[config.mk]
export PLATFORM = sky130hd
export DESIGN_NAME = frs_fault_resp
export DESIGN_NICKNAME = d
export VERILOG_FILES = /design/src/frs_pkg.sv /design/src/frs_tick_div.sv /design/src/frs_resp_cell.sv /design/src/frs_fault_resp.sv
export VERILOG_INCLUDE_DIRS = /design/src
export SDC_FILE = /design/constraint.sdc
export NUM_CORES = 1
export LEC_CHECK = 0
export CORE_ASPECT_RATIO = 1.2
export CORE_MARGIN = 2
export CORE_UTILIZATION = 31
export DETAILED_ROUTE_END_ITERATION = 8
export DONT_BUFFER_PORTS = 1
export GPL_TIMING_DRIVEN = 0
export SKIP_CTS_REPAIR_TIMING = 1
export SLEW_MARGIN = 20
export SYNTH_ARGS = -nofsm -noshare
export SYNTH_HDL_FRONTEND = slang
export SYNTH_HIERARCHICAL = 1
export SYNTH_SLANG_ARGS = --single-unit
[constraint.sdc]
create_clock -name REF_CLK -period 2.25 [get_ports REF_CLK]
set_input_delay 0.3375 -clock REF_CLK [delete_from_list [all_inputs] [get_ports REF_CLK]]
set_output_delay 0.3375 -clock REF_CLK [all_outputs]
set_load 0.1 [all_outputs]
[src/frs_map.svh]
// register offsets, field positions, reset values and timing counts
`ifndef FRS_MAP_SVH
`define FRS_MAP_SVH

// register offsets
`define FRS_LOW_CTRL_ADDR 8'hb1
`define FRS_HIGH_CTRL_ADDR 8'hb2
`define FRS_STATUS_ADDR 8'hd2

// reset values
`define FRS_CTRL_RST 8'h00
`define FRS_STATUS_RST 8'h00

// width of one response field and number of monitored faults
`define FRS_FIELD_W 2
`define FRS_NUM_FAULTS 8

// status bit positions
`define FRS_ST_LOW_OUT_OV 0
`define FRS_ST_LOW_OUT_UV 1
`define FRS_ST_LOW_IN_OV 2
`define FRS_ST_LOW_IN_UV 3
`define FRS_ST_HIGH_OUT_OV 4
`define FRS_ST_HIGH_OUT_UV 5
`define FRS_ST_HIGH_IN_OV 6
`define FRS_ST_HIGH_IN_UV 7

// response codes
`define FRS_CODE_FLAG 2'h0
`define FRS_CODE_HICCUP 2'h1
`define FRS_CODE_LATCH 2'h2
`define FRS_CODE_FLAG_ALT 2'h3

// timing
`define FRS_CLK_HZ 10000000
`define FRS_TICK_MS 1
`define FRS_CYC_PER_TICK (`FRS_CLK_HZ / 1000 * `FRS_TICK_MS)
`define FRS_HICCUP_MS 500
`define FRS_HICCUP_TICKS (`FRS_HICCUP_MS / `FRS_TICK_MS)
`define FRS_TICK_CNT_W 14
`define FRS_HICCUP_CNT_W 9

`endif

[src/frs_pkg.sv]
// types shared by the fault response selection block
`include "frs_map.svh"

package frs_pkg;

  typedef enum logic [1:0] {
    CELL_IDLE,
    CELL_HICCUP,
    CELL_LATCHED
  } frs_cell_state_t;

  typedef struct packed {
    frs_cell_state_t state;
    logic [`FRS_HICCUP_CNT_W-1:0] cnt;
  } frs_cell_t;

  typedef struct packed {
    logic [`FRS_TICK_CNT_W-1:0] cnt;
    logic tick;
  } frs_div_t;

  typedef struct packed {
    logic [7:0] low_ctrl;
    logic [7:0] high_ctrl;
    logic [7:0] status;
    logic [7:0] rdata;
    logic alert_n;
    logic stop;
    logic [`FRS_NUM_FAULTS-1:0] cause;
    logic [`FRS_NUM_FAULTS-1:0] latched;
    logic pwm_en_d;
    logic en_d;
  } frs_top_t;

endpackage : frs_pkg

[src/frs_tick_div.sv]
// divider giving a one-cycle enable pulse per millisecond
`timescale 1ns/1ns
`default_nettype none
`include "frs_map.svh"

module frs_tick_div #(
  parameter int TICK_CYCLES = `FRS_CYC_PER_TICK
) (
  input wire logic clk, // system clock
  input wire logic rst, // synchronous reset, high
  output logic tick // one-cycle enable pulse
);

  localparam logic [`FRS_TICK_CNT_W-1:0] LAST =
    `FRS_TICK_CNT_W'(TICK_CYCLES - 1);

  frs_pkg::frs_div_t s_reg;
  frs_pkg::frs_div_t s_next;

  // count up through the period and pulse at its end
  always_comb begin
    s_next = s_reg;
    s_next.tick = 1'b0;
    if (s_reg.cnt == LAST) begin
      s_next.cnt = '0;
      s_next.tick = 1'b1;
    end else begin
      s_next.cnt = s_reg.cnt + 1'b1;
    end
  end

  // state register
  always_ff @(posedge clk) begin
    if (rst) begin
      s_reg <= '0;
    end else begin
      s_reg <= s_next;
    end
  end

  assign tick = s_reg.tick;

endmodule : frs_tick_div
`default_nettype wire

[src/frs_resp_cell.sv]
// response sequencer for one monitored fault
`timescale 1ns/1ns
`default_nettype none
`include "frs_map.svh"

module frs_resp_cell #(
  parameter int HICCUP_TICKS = `FRS_HICCUP_TICKS
) (
  input wire logic clk, // system clock
  input wire logic rst, // synchronous reset, high
  input wire logic fault, // comparator says fault present
  input wire logic [1:0] code, // effective response code
  input wire logic tick, // millisecond enable
  input wire logic recover, // enable toggled by outside party
  output logic stop, // this fault holds switching off
  output logic latched // this fault is latched off
);

  localparam logic [`FRS_HICCUP_CNT_W-1:0] RELOAD =
    `FRS_HICCUP_CNT_W'(HICCUP_TICKS);

  frs_pkg::frs_cell_t s_reg;
  frs_pkg::frs_cell_t s_next;

  // choose response on a fault and run the restart delay
  always_comb begin
    s_next = s_reg;
    case (s_reg.state)
      frs_pkg::CELL_IDLE: begin
        if (fault && code == `FRS_CODE_HICCUP) begin
          s_next.state = frs_pkg::CELL_HICCUP;
          s_next.cnt = RELOAD;
        end else if (fault && code == `FRS_CODE_LATCH) begin
          s_next.state = frs_pkg::CELL_LATCHED;
        end
      end
      frs_pkg::CELL_HICCUP: begin
        if (fault) begin
          s_next.cnt = RELOAD;
        end else if (tick) begin
          // last tick of the delay: count is one or zero
          if (s_reg.cnt[`FRS_HICCUP_CNT_W-1:1] == '0) begin
            s_next.state = frs_pkg::CELL_IDLE;
          end else begin
            s_next.cnt = s_reg.cnt - 1'b1;
          end
        end
      end
      frs_pkg::CELL_LATCHED: begin
        if (recover) begin
          s_next.state = frs_pkg::CELL_IDLE;
        end
      end
      default: begin
        s_next.state = frs_pkg::CELL_IDLE;
      end
    endcase
  end

  // state register
  always_ff @(posedge clk) begin
    if (rst) begin
      s_reg <= '{state: frs_pkg::CELL_IDLE, cnt: '0};
    end else begin
      s_reg <= s_next;
    end
  end

  assign stop = (s_reg.state != frs_pkg::CELL_IDLE);
  assign latched = (s_reg.state == frs_pkg::CELL_LATCHED);

endmodule : frs_resp_cell
`default_nettype wire

[src/frs_fault_resp.sv]
// per-fault response selection for bus over and undervoltage events
`timescale 1ns/1ns
`default_nettype none
`include "frs_map.svh"

////////////////////////////////////////////////////////////////////////
// Operation
// - with the individual enable high each fault uses its own field.
// - with the individual enable low the strapped mode code is used.
// - code 00 sets the status bit and pulls alert low, no stop.
// - code 01 stops switching and restarts 500 ms after the fault goes.
// - code 10 stops switching until an enable input is toggled.
// - code 11 acts exactly like code 00.
// - low bus input overvoltage uses bits 5:4 of low_bus_fault_response_ctrl, status bit 2.
// - low bus input undervoltage uses bits 7:6 of low_bus_fault_response_ctrl, status bit 3.
// - high bus output overvoltage uses bits 1:0 of high_bus_fault_response_ctrl, status bit 4.
// - high_bus_fault_response_ctrl is a protectable read/write byte resetting to 00h.
// - every field resets to 00 so with the individual enable high all faults start as flag only.
// - low_bus_fault_response_ctrl bits 1:0 and 3:2 serve low bus output OV and UV, bits 0,1.
// - high bus output undervoltage uses bits 3:2 of high_bus_fault_response_ctrl, status bit 5.
// - high bus input overvoltage uses bits 5:4 of high_bus_fault_response_ctrl, status bit 6.
// - high bus input undervoltage uses bits 7:6 of high_bus_fault_response_ctrl, status bit 7.
module frs_fault_resp #(
  parameter int TICK_CYCLES = `FRS_CYC_PER_TICK,
  parameter int HICCUP_TICKS = `FRS_HICCUP_TICKS
) (
  input wire logic REF_CLK, // system clock, 10 MHz
  input wire logic SYS_RST, // synchronous reset, high
  input wire logic REG_WR, // register write strobe
  input wire logic [7:0] REG_ADDR, // register address
  input wire logic [7:0] REG_WDATA, // register write data
  input wire logic WR_PROTECT, // blocks control register writes
  input wire logic IND_RESP_EN, // individual response enable
  input wire logic [1:0] PIN_MODE, // strapped response code
  input wire logic [7:0] FAULT_IN, // comparator faults, status order
  input wire logic PWM_EN, // switching enable from outside
  input wire logic EN, // chip enable from outside
  output logic [7:0] REG_RDATA, // read data, one cycle after address
  output logic [7:0] STATUS, // sticky fault status
  output logic FAULT_ALERT_N, // alert, low while status nonzero
  output logic PWM_STOP, // stop switching request
  output logic [7:0] STOP_CAUSE, // faults holding switching off
  output logic [7:0] LATCHED // faults latched off
);

  ////////////////////////////////////////////////////////////////////
  // state and wires

  frs_pkg::frs_top_t s_reg;
  frs_pkg::frs_top_t s_next;

  logic tick;
  logic recover;
  logic [15:0] fields;
  logic [`FRS_NUM_FAULTS-1:0] cell_stop;
  logic [`FRS_NUM_FAULTS-1:0] cell_latched;
  logic [`FRS_NUM_FAULTS*2-1:0] eff_code;
  logic wr_low;
  logic wr_high;
  logic wr_status;

  ////////////////////////////////////////////////////////////////////
  // millisecond enable for the restart delay

  frs_tick_div #(
    .TICK_CYCLES(TICK_CYCLES)
  ) u_div (
    .clk(REF_CLK),
    .rst(SYS_RST),
    .tick(tick)
  );

  ////////////////////////////////////////////////////////////////////
  // field mapping: fault i uses bits 2i+1:2i of {high, low}

  // bits 1:0 and 3:2 of low_bus_fault_response_ctrl feed status bits 0 and 1
  // bits 5:4 and 7:6 of low_bus_fault_response_ctrl feed status bits 2 and 3
  // bits 1:0 .. 7:6 of high_bus_fault_response_ctrl feed status bits 4 .. 7
  assign fields = {s_reg.high_ctrl, s_reg.low_ctrl};

  // a falling enable input releases latched faults
  assign recover = (s_reg.pwm_en_d & ~PWM_EN) |
                   (s_reg.en_d & ~EN);

  ////////////////////////////////////////////////////////////////////
  // one response cell per fault

  genvar gi;
  generate
    for (gi = 0; gi < `FRS_NUM_FAULTS; gi++) begin : g_fault
      // strapped mode overrides the field when individual enable is low
      assign eff_code[gi*2 +: 2] = IND_RESP_EN ?
        fields[gi*2 +: 2] : PIN_MODE;

      frs_resp_cell #(
        .HICCUP_TICKS(HICCUP_TICKS)
      ) u_cell (
        .clk(REF_CLK),
        .rst(SYS_RST),
        .fault(FAULT_IN[gi]),
        .code(eff_code[gi*2 +: 2]),
        .tick(tick),
        .recover(recover),
        .stop(cell_stop[gi]),
        .latched(cell_latched[gi])
      );
    end
  endgenerate

  ////////////////////////////////////////////////////////////////////
  // register write decode

  // control writes are refused while protection is on
  assign wr_low = REG_WR && !WR_PROTECT &&
                  REG_ADDR == `FRS_LOW_CTRL_ADDR;
  assign wr_high = REG_WR && !WR_PROTECT &&
                   REG_ADDR == `FRS_HIGH_CTRL_ADDR;
  // status clear is a write of ones, not blocked by protection
  assign wr_status = REG_WR && REG_ADDR == `FRS_STATUS_ADDR;

  ////////////////////////////////////////////////////////////////////
  // next state

  always_comb begin
    s_next = s_reg;

    // control registers
    if (wr_low) begin
      s_next.low_ctrl = REG_WDATA;
    end
    if (wr_high) begin
      s_next.high_ctrl = REG_WDATA;
    end

    // sticky status: clear by writing ones, a new fault wins
    if (wr_status) begin
      s_next.status = s_reg.status & ~REG_WDATA;
    end
    // every code sets its status bit on a fault
    s_next.status = s_next.status | FAULT_IN;

    // alert follows the status register
    s_next.alert_n = ~|s_next.status;

    // switching stops only for hiccup or latched cells
    s_next.stop = |cell_stop;
    s_next.cause = cell_stop;
    s_next.latched = cell_latched;

    // enable history for toggle detection
    s_next.pwm_en_d = PWM_EN;
    s_next.en_d = EN;

    // registered readback
    case (REG_ADDR)
      `FRS_LOW_CTRL_ADDR: begin
        s_next.rdata = s_reg.low_ctrl;
      end
      `FRS_HIGH_CTRL_ADDR: begin
        s_next.rdata = s_reg.high_ctrl;
      end
      `FRS_STATUS_ADDR: begin
        s_next.rdata = s_reg.status;
      end
      default: begin
        s_next.rdata = 8'h00;
      end
    endcase
  end

  ////////////////////////////////////////////////////////////////////
  // state register

  // fields come out of reset as flag only
  always_ff @(posedge REF_CLK) begin
    if (SYS_RST) begin
      s_reg <= '0;
      s_reg.low_ctrl <= `FRS_CTRL_RST;
      s_reg.high_ctrl <= `FRS_CTRL_RST;
      s_reg.status <= `FRS_STATUS_RST;
      s_reg.alert_n <= 1'b1;
      s_reg.pwm_en_d <= 1'b0;
      s_reg.en_d <= 1'b0;
    end else begin
      s_reg <= s_next;
    end
  end

  ////////////////////////////////////////////////////////////////////
  // outputs, all from flip-flops

  assign REG_RDATA = s_reg.rdata;
  assign STATUS = s_reg.status;
  assign FAULT_ALERT_N = s_reg.alert_n;
  assign PWM_STOP = s_reg.stop;
  assign STOP_CAUSE = s_reg.cause;
  assign LATCHED = s_reg.latched;

endmodule : frs_fault_resp
`default_nettype wire

== Word-level counts from Yosys, hierarchy flattened ==
Cells that the tools add are included.
Storage, ports and cells
  flip-flop bits (word level): 155
  input port bits: 33
  output and inout bits: 34
  logic and storage cells: 310
Cells by class
  add/sub/neg operators: 9
  equal/unequal tests: 100
  multiplexer cells: 92
  bitwise logic cells: 8
  reductions and logical operators: 73
Operators with widths (number)
  9-bit 2-to-1 mux: 24
  9-bit one-hot mux with 2 select lines: 8
  11-bit 2-to-1 mux: 8
  2-bit 2-to-1 mux: 41
  9-bit by 1-bit subtractor with 9-bit output (second input constant): 8
  8-bit zero test: 8
  3-bit != test (second input constant): 16
  2-bit one-hot mux with 3 select lines: 8
  2-bit != test (second input constant): 23
  5-bit AND reduction: 8
  2-bit by 1-bit != test with 1-bit output (second input constant): 17
  2-bit by 1-bit equality test with 1-bit output (second input constant): 16
  2-bit equality test (second input constant): 16
  4-bit AND reduction: 8
  2-bit nonzero test: 16
  8-bit equality test (second input constant): 3
  3-bit by 1-bit != test with 1-bit output (second input constant): 8
  8-bit one-hot mux with 3 select lines: 1
  1-bit logical AND: 20
  2-bit zero test: 8
  8-bit OR reduction: 2
  14-bit by 1-bit adder with 14-bit output (second input constant): 1
  14-bit equality test (second input constant): 1
  8-bit AND: 1
  other kinds (9): 12

== Logic depth before layout (Yosys ltp) ==
Gate-level depths: netlist of the first run.
  depth after elaboration: 6
  gate-level depth with buffers: 8
  mapped depth without buffers: 6

== Modules after synthesis ==
The synthesis of the first run kept the hierarchy.
Modules (own cells, without submodules)
  frs_resp_cell: times used 8, cells each 87, area each 723.2 um^2
  frs_fault_resp: times used 1, cells each 253, area each 2303.5 um^2
  frs_tick_div: times used 1, cells each 70, area each 628.1 um^2

== Least setup slack after synthesis of the first run ==
OpenSTA, ideal clock, no wires.
  path type: input to register
  start: input IND_RESP_EN
  end: register g_fault[0].u_cell/s_reg[4] in the netlist's numbering
  arrival time: 2.012 ns
  data required time: 2.179 ns
  path slack: 0.167 ns
  stages on the path: 8
  path through: clkbuf_1 > nand2b_1 > clkbuf_1 > nand2_1 > nand3b_1 > a21o_1 > or4_1 > a21oi_1
On the way
  cells in the longest elaborated chain, start to end: 5
Ends and longest elaborated chain
  start, declared: line frs_fault_resp.sv:33  | input wire logic IND_RESP_EN,
  2-bit 2-to-1 mux: line frs_fault_resp.sv:92  | assign eff_code[gi*2 +: 2] = IND_RESP_EN ?
  named net eff_code[1]: line frs_fault_resp.sv:57  | logic [`FRS_NUM_FAULTS*2-1:0] eff_code;
  2-bit by 1-bit equality test with 1-bit output (no source line)
  1-bit logical AND (no source line)
  2-bit by 1-bit != test with 1-bit output (no source line)
  4-bit AND reduction (no source line)
  end signal, assigned: line frs_resp_cell.sv:63  | s_reg <= '{state: frs_pkg::CELL_IDLE, cnt: '0};
  end signal, assigned: line frs_resp_cell.sv:65  | s_reg <= s_next;
  end, declared: line frs_resp_cell.sv:22  | frs_pkg::frs_cell_t s_reg;
The timed path passes the listed nets, and every way through them passes these cells.
A chain may end at the register's enable or synchronous reset.

== Final worst setup path of the first run ==
  start: register g_fault[6].u_cell/s_reg[4] in the netlist's numbering
  end: register g_fault[6].u_cell/s_reg[7] in the netlist's numbering
On the way
  cells in the longest elaborated chain, start to end: 5
  elaborated cells on any way between the ends: 8
  classes of those cells: 1 x add/sub; 1 x eq/ne; 4 x mux; 2 x reduce/logical
Ends and longest elaborated chain
  start, declared: line frs_resp_cell.sv:22
  start signal, assigned: line frs_resp_cell.sv:63
  start signal, assigned: line frs_resp_cell.sv:65
  9-bit by 1-bit subtractor with 9-bit output: line frs_resp_cell.sv:45  | s_next.cnt = s_reg.cnt - 1'b1;
  9-bit 2-to-1 mux: line frs_resp_cell.sv:42  | if (s_reg.cnt[`FRS_HICCUP_CNT_W-1:1] == '0) begin
  11-bit 2-to-1 mux: line frs_resp_cell.sv:40  | end else if (tick) begin
  9-bit 2-to-1 mux: line frs_resp_cell.sv:38  | if (fault) begin
  9-bit one-hot mux with 2 select lines: line frs_resp_cell.sv:28  | case (s_reg.state)
Parallel ways exist; a longest one is shown, timed or not. The select of a mux whose other input is x is not followed.

==> results.yml, run 1 <==
final_layout:
  largest_register_ffs: 88
  num-nets-final: 1080
  nFillCells: 2965
  area_growth_pct: 13.2
  drive_gt1_frac: 0.142
synthesis:
  synth_edf_count: 0
  synth_flop_cell: "dfxtp_1"
  synth_area_sq_um: 8720
  syn_nets: 1061
  yosysSeqAreaShare: 0.356
  yosysWarnings: 6
  synth_area_per_cell_sq_um: 8.55
  ys_ff_latch: 155
  synth_cells: 1019
  synth_cell_types: 54
  synthArstFlopShare: 0
worst_setup_path:
  end_kind: "flop"
  crit_arrival_ps: 2410
  worstPathMaxFanout: 9
  critical_path.startpoint_type: "flop"
  worstPathRequired_ps: 2530
  path_class: "flop to flop"
sta:
  fin_crit_sh: 0.947
  finalSetupViolCount: 0
  timing.fmax_ghz: 0.469
  finalWorstSetupSlack_ps: 119
  finClkSkew_ps: 11.8
  slew_headroom: 0.363
  tightestPinTransition_ps: 955
  hold_violations: 0
  slew_viol_final: 0
  fin_crit_ps: 2130
grt:
  grt_start_max_net_pins: 40
  grt_pass1_wl_mm: 36.9
  globalRouteTotalUtil: 0.155
  gr-total-overflow: 0
  antenna_found_initial: 2
  grt_pass1_vias: 7202
detailed_routing:
  firstDrtPassIters: 6
  antenna_left: 0
  drt_iter0_drc: 574
  drc: 0
  vias: 7689
  avgRoutedWirePerCell_microns: 16.1
  wirelength_mm: 23.1
  vias_per_cell: 5.37
clock_network:
  cts.clk_slew.worst_paths_ps: 70
  cts_buffers: 17
  clockBufferDepth: 2
  htree_levels: 4
  cts_root_buf: "clkbuf_16"
  cts_tree: "yes"
  clk_latency_ps: 430
  clock_sinks: 155
flow_run:
  max_cap_violations: 0
placement:
  gp_congestion: 0.846
  dp_slack_ps: -361
  dp_hpwl_mm: 16.4
  io_buffers: 0
floorplanning:
  core_area_sq_um: 27800
  initial_utilization: 0.313
  fp-row-count: 67
  die_y_microns: 188
  die_x_microns: 157
  ioPinCount: 67
  die_area_sq_um: 29500
min_path:
  hold_path.class: "input port to flop"
pwr:
  power_density_nw_per_um2: 711
  power_mw: 7.02
  p_leak_nw: 3.50
  ir_drop_mv: 0.506
run_status:
  status: "finished clean"
-- cells in the mapped netlist (10+ instances only) --
cell type	n	area share
or4_1	32	0.028
nand2_1	64	0.028
mux2i_1	16	0.018
nor3_1	35	0.020
o41ai_1	16	0.016
clkbuf_1	40	0.017
xnor2_1	19	0.019
a31oi_1	28	0.020
nand3_1	12	0.0069
and3b_1	12	0.012
a21oi_1	45	0.026
o31ai_1	24	0.021
a211oi_1	20	0.017
inv_1	26	0.011
o21ai_0	32	0.018
buf_4	33	0.028
buf_6	20	0.026
nor3b_1	24	0.021
o211ai_1	16	0.014
nand2b_1	18	0.013
buf_2	10	0.0057
nand3b_1	16	0.014
o21ai_1	16	0.0092
nor2_1	87	0.037
dfxtp_1	155	0.36
nor2b_1	35	0.025
a311oi_1	16	0.016
or2_2	16	0.011
nor4_1	20	0.014
-- power breakdown --
part / internal [mW] / leakage (nW) / switching [mW] / total, mW
combinational: 0.419 / 1.95 / 0.669 / 1.09
sequential: 2.86 / 1.26 / 0.135 / 3.00
clock: 1.73 / 0.297 / 1.20 / 2.93
-- metrics by stage --
step	std cells	TNS [ps]	hold slack (ps)	instance area, sq um	util
floorplan	1019	0	410	8720	-
global placement	1398	-15980	419	9190	0.330
detailed placement	1398	-12000	415	9190	0.330
CTS	1430	-1.07	-47.5	9790	0.352
global route	1432	-20.3	3.15	9860	0.354
finish	1432	0	29.2	9860	0.354
-- layer usage --
layer	wire length [microns]	global-route usage	up-vias
met5	0	0	-
met4	584	0.0598	0
met3	1490	0.0414	26
met2	10600	0.247	199
met1	10500	0.200	3642
li1	-	-	3822
-- kinds of logic after synthesis --
kind of cell | Yosys count | share of synthesized area
multiplexers | 16 | 0.0184
AND/OR/NAND/NOR | 450 | 0.319
AO/OA/AOI/OAI | 240 | 0.186
adder cells (fa/ha/maj) | 9 | 0.0129
buffers and inverters | 129 | 0.0884
flip-flops | 155 | 0.356
XOR/XNOR | 20 | 0.0201
-- cells in the final DEF, fill, tap and decap left out, types with 17 or more instances in the layout --
cell         n
a211oi_1    20
a21oi_1     45
a31oi_1     28
buf_4       33
buf_6       20
clkbuf_1    39
clkbuf_16   17
dfxtp_1    154
inv_1       26
nand2_1     64
nand2b_1    18
nor2_1      87
nor2b_1     35
nor3_1      35
nor3b_1     24
nor4_1      20
o21ai_0     32
o31ai_1     24
or4_1       32
xnor2_1     19
-- cell type report --
class / instances / area (sq um) / area share
buffer: 102 / 669 / 0.0679
sequential: 155 / 3100 / 0.315
inverter: 26 / 97.6 / 0.00989
multi-input combinational: 735 / 4900 / 0.497
clock buffer: 20 / 467 / 0.0473
timing repair buffer: 1 / 10.0 / 0.00101
tap: 379 / 474 / 0.0481
antenna: 2 / 5.00 / 0.000507
clock inverter: 12 / 135 / 0.0137
-- critical path, cell delays in order (launching register included) --
cell and delay [ps]:
dfxtp_1 310, buf_6 130, or4_4 480, buf_6 150
or4b_1 500, buf_2 180, a31oi_1 170, a311oi_1 70
-- final timing paths --
| kind | from | endpoint | slack (ps) | depth (start not counted) |
|---|---|---|---|---|
| hold / removal | SYS_RST | g_fault[4].u_cell/s_reg[9] | 30 | 1 |
| setup / recovery | g_fault[6].u_cell/s_reg[4] | g_fault[6].u_cell/s_reg[7] | 120 | 7 |
| setup reg to reg | g_fault[6].u_cell/s_reg[4] | g_fault[6].u_cell/s_reg[7] | 120 | 7 |
| hold reg to reg | u_div/s_reg[1] | u_div/s_reg[1] | 470 | 1 |
Power figures use the tool's default switching activity.
==> inputs of run 2 (changes only) <==
Settings changed: CTS_BUF_LIST set to sky130_fd_sc_hd__clkbuf_8.
==> run 2 against run 1 <==
Effect of this change:
- worst setup slack improved by 23 ps
- die area unchanged
- fmax rose by 1.1%
- sequential power about the same
- cell count increased by 0.35%
- first-iteration DRC count down 0.87%
- register-to-register slack improved by 20 ps
- largest power group unchanged
==> results.yml, run 2 (synthesis results as in run 1) <==
pwr:
  power_density_nw_per_um2: 649
  ir_drop_mv: 0.254
  p_leak_nw: 3.44
clock_network:
  cts_root_buf: "clkbuf_8"
  clockBufferDepth: 2
  clk_latency_ps: 470
  cts.clk_slew.worst_paths_ps: 80
  clock_sinks: 155
  cts_buffers: 17
  htree_levels: 4
  cts_tree: "yes"
sta:
  finalSetupViolCount: 0
  timing.fmax_ghz: 0.475
  fin_crit_sh: 0.937
  slew_headroom: 0.355
  finalWorstSetupSlack_ps: 143
  slew_viol_final: 0
  whs_ps: 10.9
  rsz0062_at_grt: "false"
  setup_tns_ps: 0
  fin_crit_ps: 2110
  finClkSkew_ps: 15.1
  hold_violations: 0
  tightestPinTransition_ps: 968
run_status:
  status: "finished clean"
floorplanning:
  core_area_sq_um: 27800
  fp-row-count: 67
  ioPinCount: 67
  initial_utilization: 0.313
  die_y_microns: 188
  die_area_sq_um: 29500
  die_x_microns: 157
worst_setup_path:
  crit_chain: "buf_6 -> or4_4 -> buf_6 -> or4b_1 -> buf_2 -> a31oi_1 -> a311oi_1"
  r2r_slack_ps: 140
  worstPathRequired_ps: 2570
  r2r-start: "g_fault[2].u_cell/s_reg[4]"
  path_class: "flop to flop"
  r2r-end: "g_fault[2].u_cell/s_reg[2]"
  r2r_cells: 7
  critPathSlowestCell: "or4_4"
  crit_end: "g_fault[2].u_cell/s_reg[2]"
  crit_top_cell: "buf_6"
  crit_arrival_ps: 2420
  critical_path.startpoint_type: "flop"
  end_kind: "flop"
  startpoint: "g_fault[2].u_cell/s_reg[4]"
  crit_path_max_incr_delay_ps: 480
  worstPathMaxFanout: 9
final_layout:
  area_growth_pct: 11.1
  multi_input_area_sq_um: 4860
  layout_common_cells: "dfxtp_1 (154), nor2_1 (87), nand2_1 (64)"
  nFillCells: 2986
  stdcell_count: 1437
  final_common_cell: "dfxtp_1"
  drive_gt1_frac: 0.136
  largest_register_ffs: 88
  num-nets-final: 1085
  regArea_sq_um: 3110
detailed_routing:
  avgRoutedWirePerCell_microns: 16.2
  antenna_left: 0
  vias_per_cell: 5.37
  wirelength_mm: 23.3
  drt_iter0_drc: 569
  vias: 7718
  firstDrtPassIters: 8
  drc: 0
grt:
  grt_pass1_wl_mm: 36.5
  antenna_found_initial: 2
  gr-total-overflow: 0
  globalRouteTotalUtil: 0.154
  grt_start_max_net_pins: 40
  grt_pass1_vias: 7112
flow_run:
  max_cap_violations: 0
placement:
  dp.cells: 1398
  gp_congestion: 0.846
  dp_slack_ps: -361
  io_buffers: 0
  dp_hpwl_mm: 16.4
min_path:
  hold_path.class: "input port to flop"
[run 2: cell types whose count changed in the layout (fill, tap and decap cells not counted), sizes merged]
cell,before,now
dlygate4sd3,1,6
[run 2: worst min path at each step]
stage	slack [ps]	from	endpoint	cells past startpoint
5_1_grt	5	REG_WDATA[3]	fields[3]	2
4_1_cts	-100	SYS_RST	u_div/tick	1
2_1_floorplan	410	SYS_RST	u_div/tick	1
3_5_place_dp	420	SYS_RST	u_div/tick	1
6_report	10	EN	s_reg[0]	1
3_3_place_gp	420	SYS_RST	u_div/tick	1
[run 2: layout make-up]
class / count / area share
Clock inverter: 12 / 0.0140
Tap cell: 379 / 0.0490
Sequential cell: 155 / 0.321
Inverter: 26 / 0.0101
Clock buffer: 20 / 0.0284
Antenna cell: 2 / 0.000517
Multi-Input combinational cell: 735 / 0.502
Timing Repair Buffer: 6 / 0.00620
Buffer: 102 / 0.0691
[run 2: critical path: cells and delay by family, from the launching register on]
family	cells	cell delay, ps
DFF	1	310
buffers and inverters	3	450
and+or+nand+nor	2	960
AOI/OAI and AO/OA	2	240
[run 2: metal layers]
layer  vias to the layer above  track usage  wire length, microns
li1                       3825            -                     -
met1                      3638        0.200                 10500
met2                       224        0.244                 10500
met3                        31       0.0391                  1640
met4                         0       0.0608                   659
met5                         -            0                     0
[run 2: through the flow]
step	utilization	total power [mW]	instance area, sq um
final	0.348	6.28	9690
after global routing	0.348	6.58	9690
after CTS	0.345	6.33	9600
after detailed placement	0.330	4.13	9190
after global placement	0.330	4.12	9190
after floorplan	-	3.94	8720
[run 2: power breakdown]
group          internal, mW  switching, mW
clock                  1.08           1.11
combinational         0.423          0.672
sequential             2.86          0.135
total                  4.37           1.92
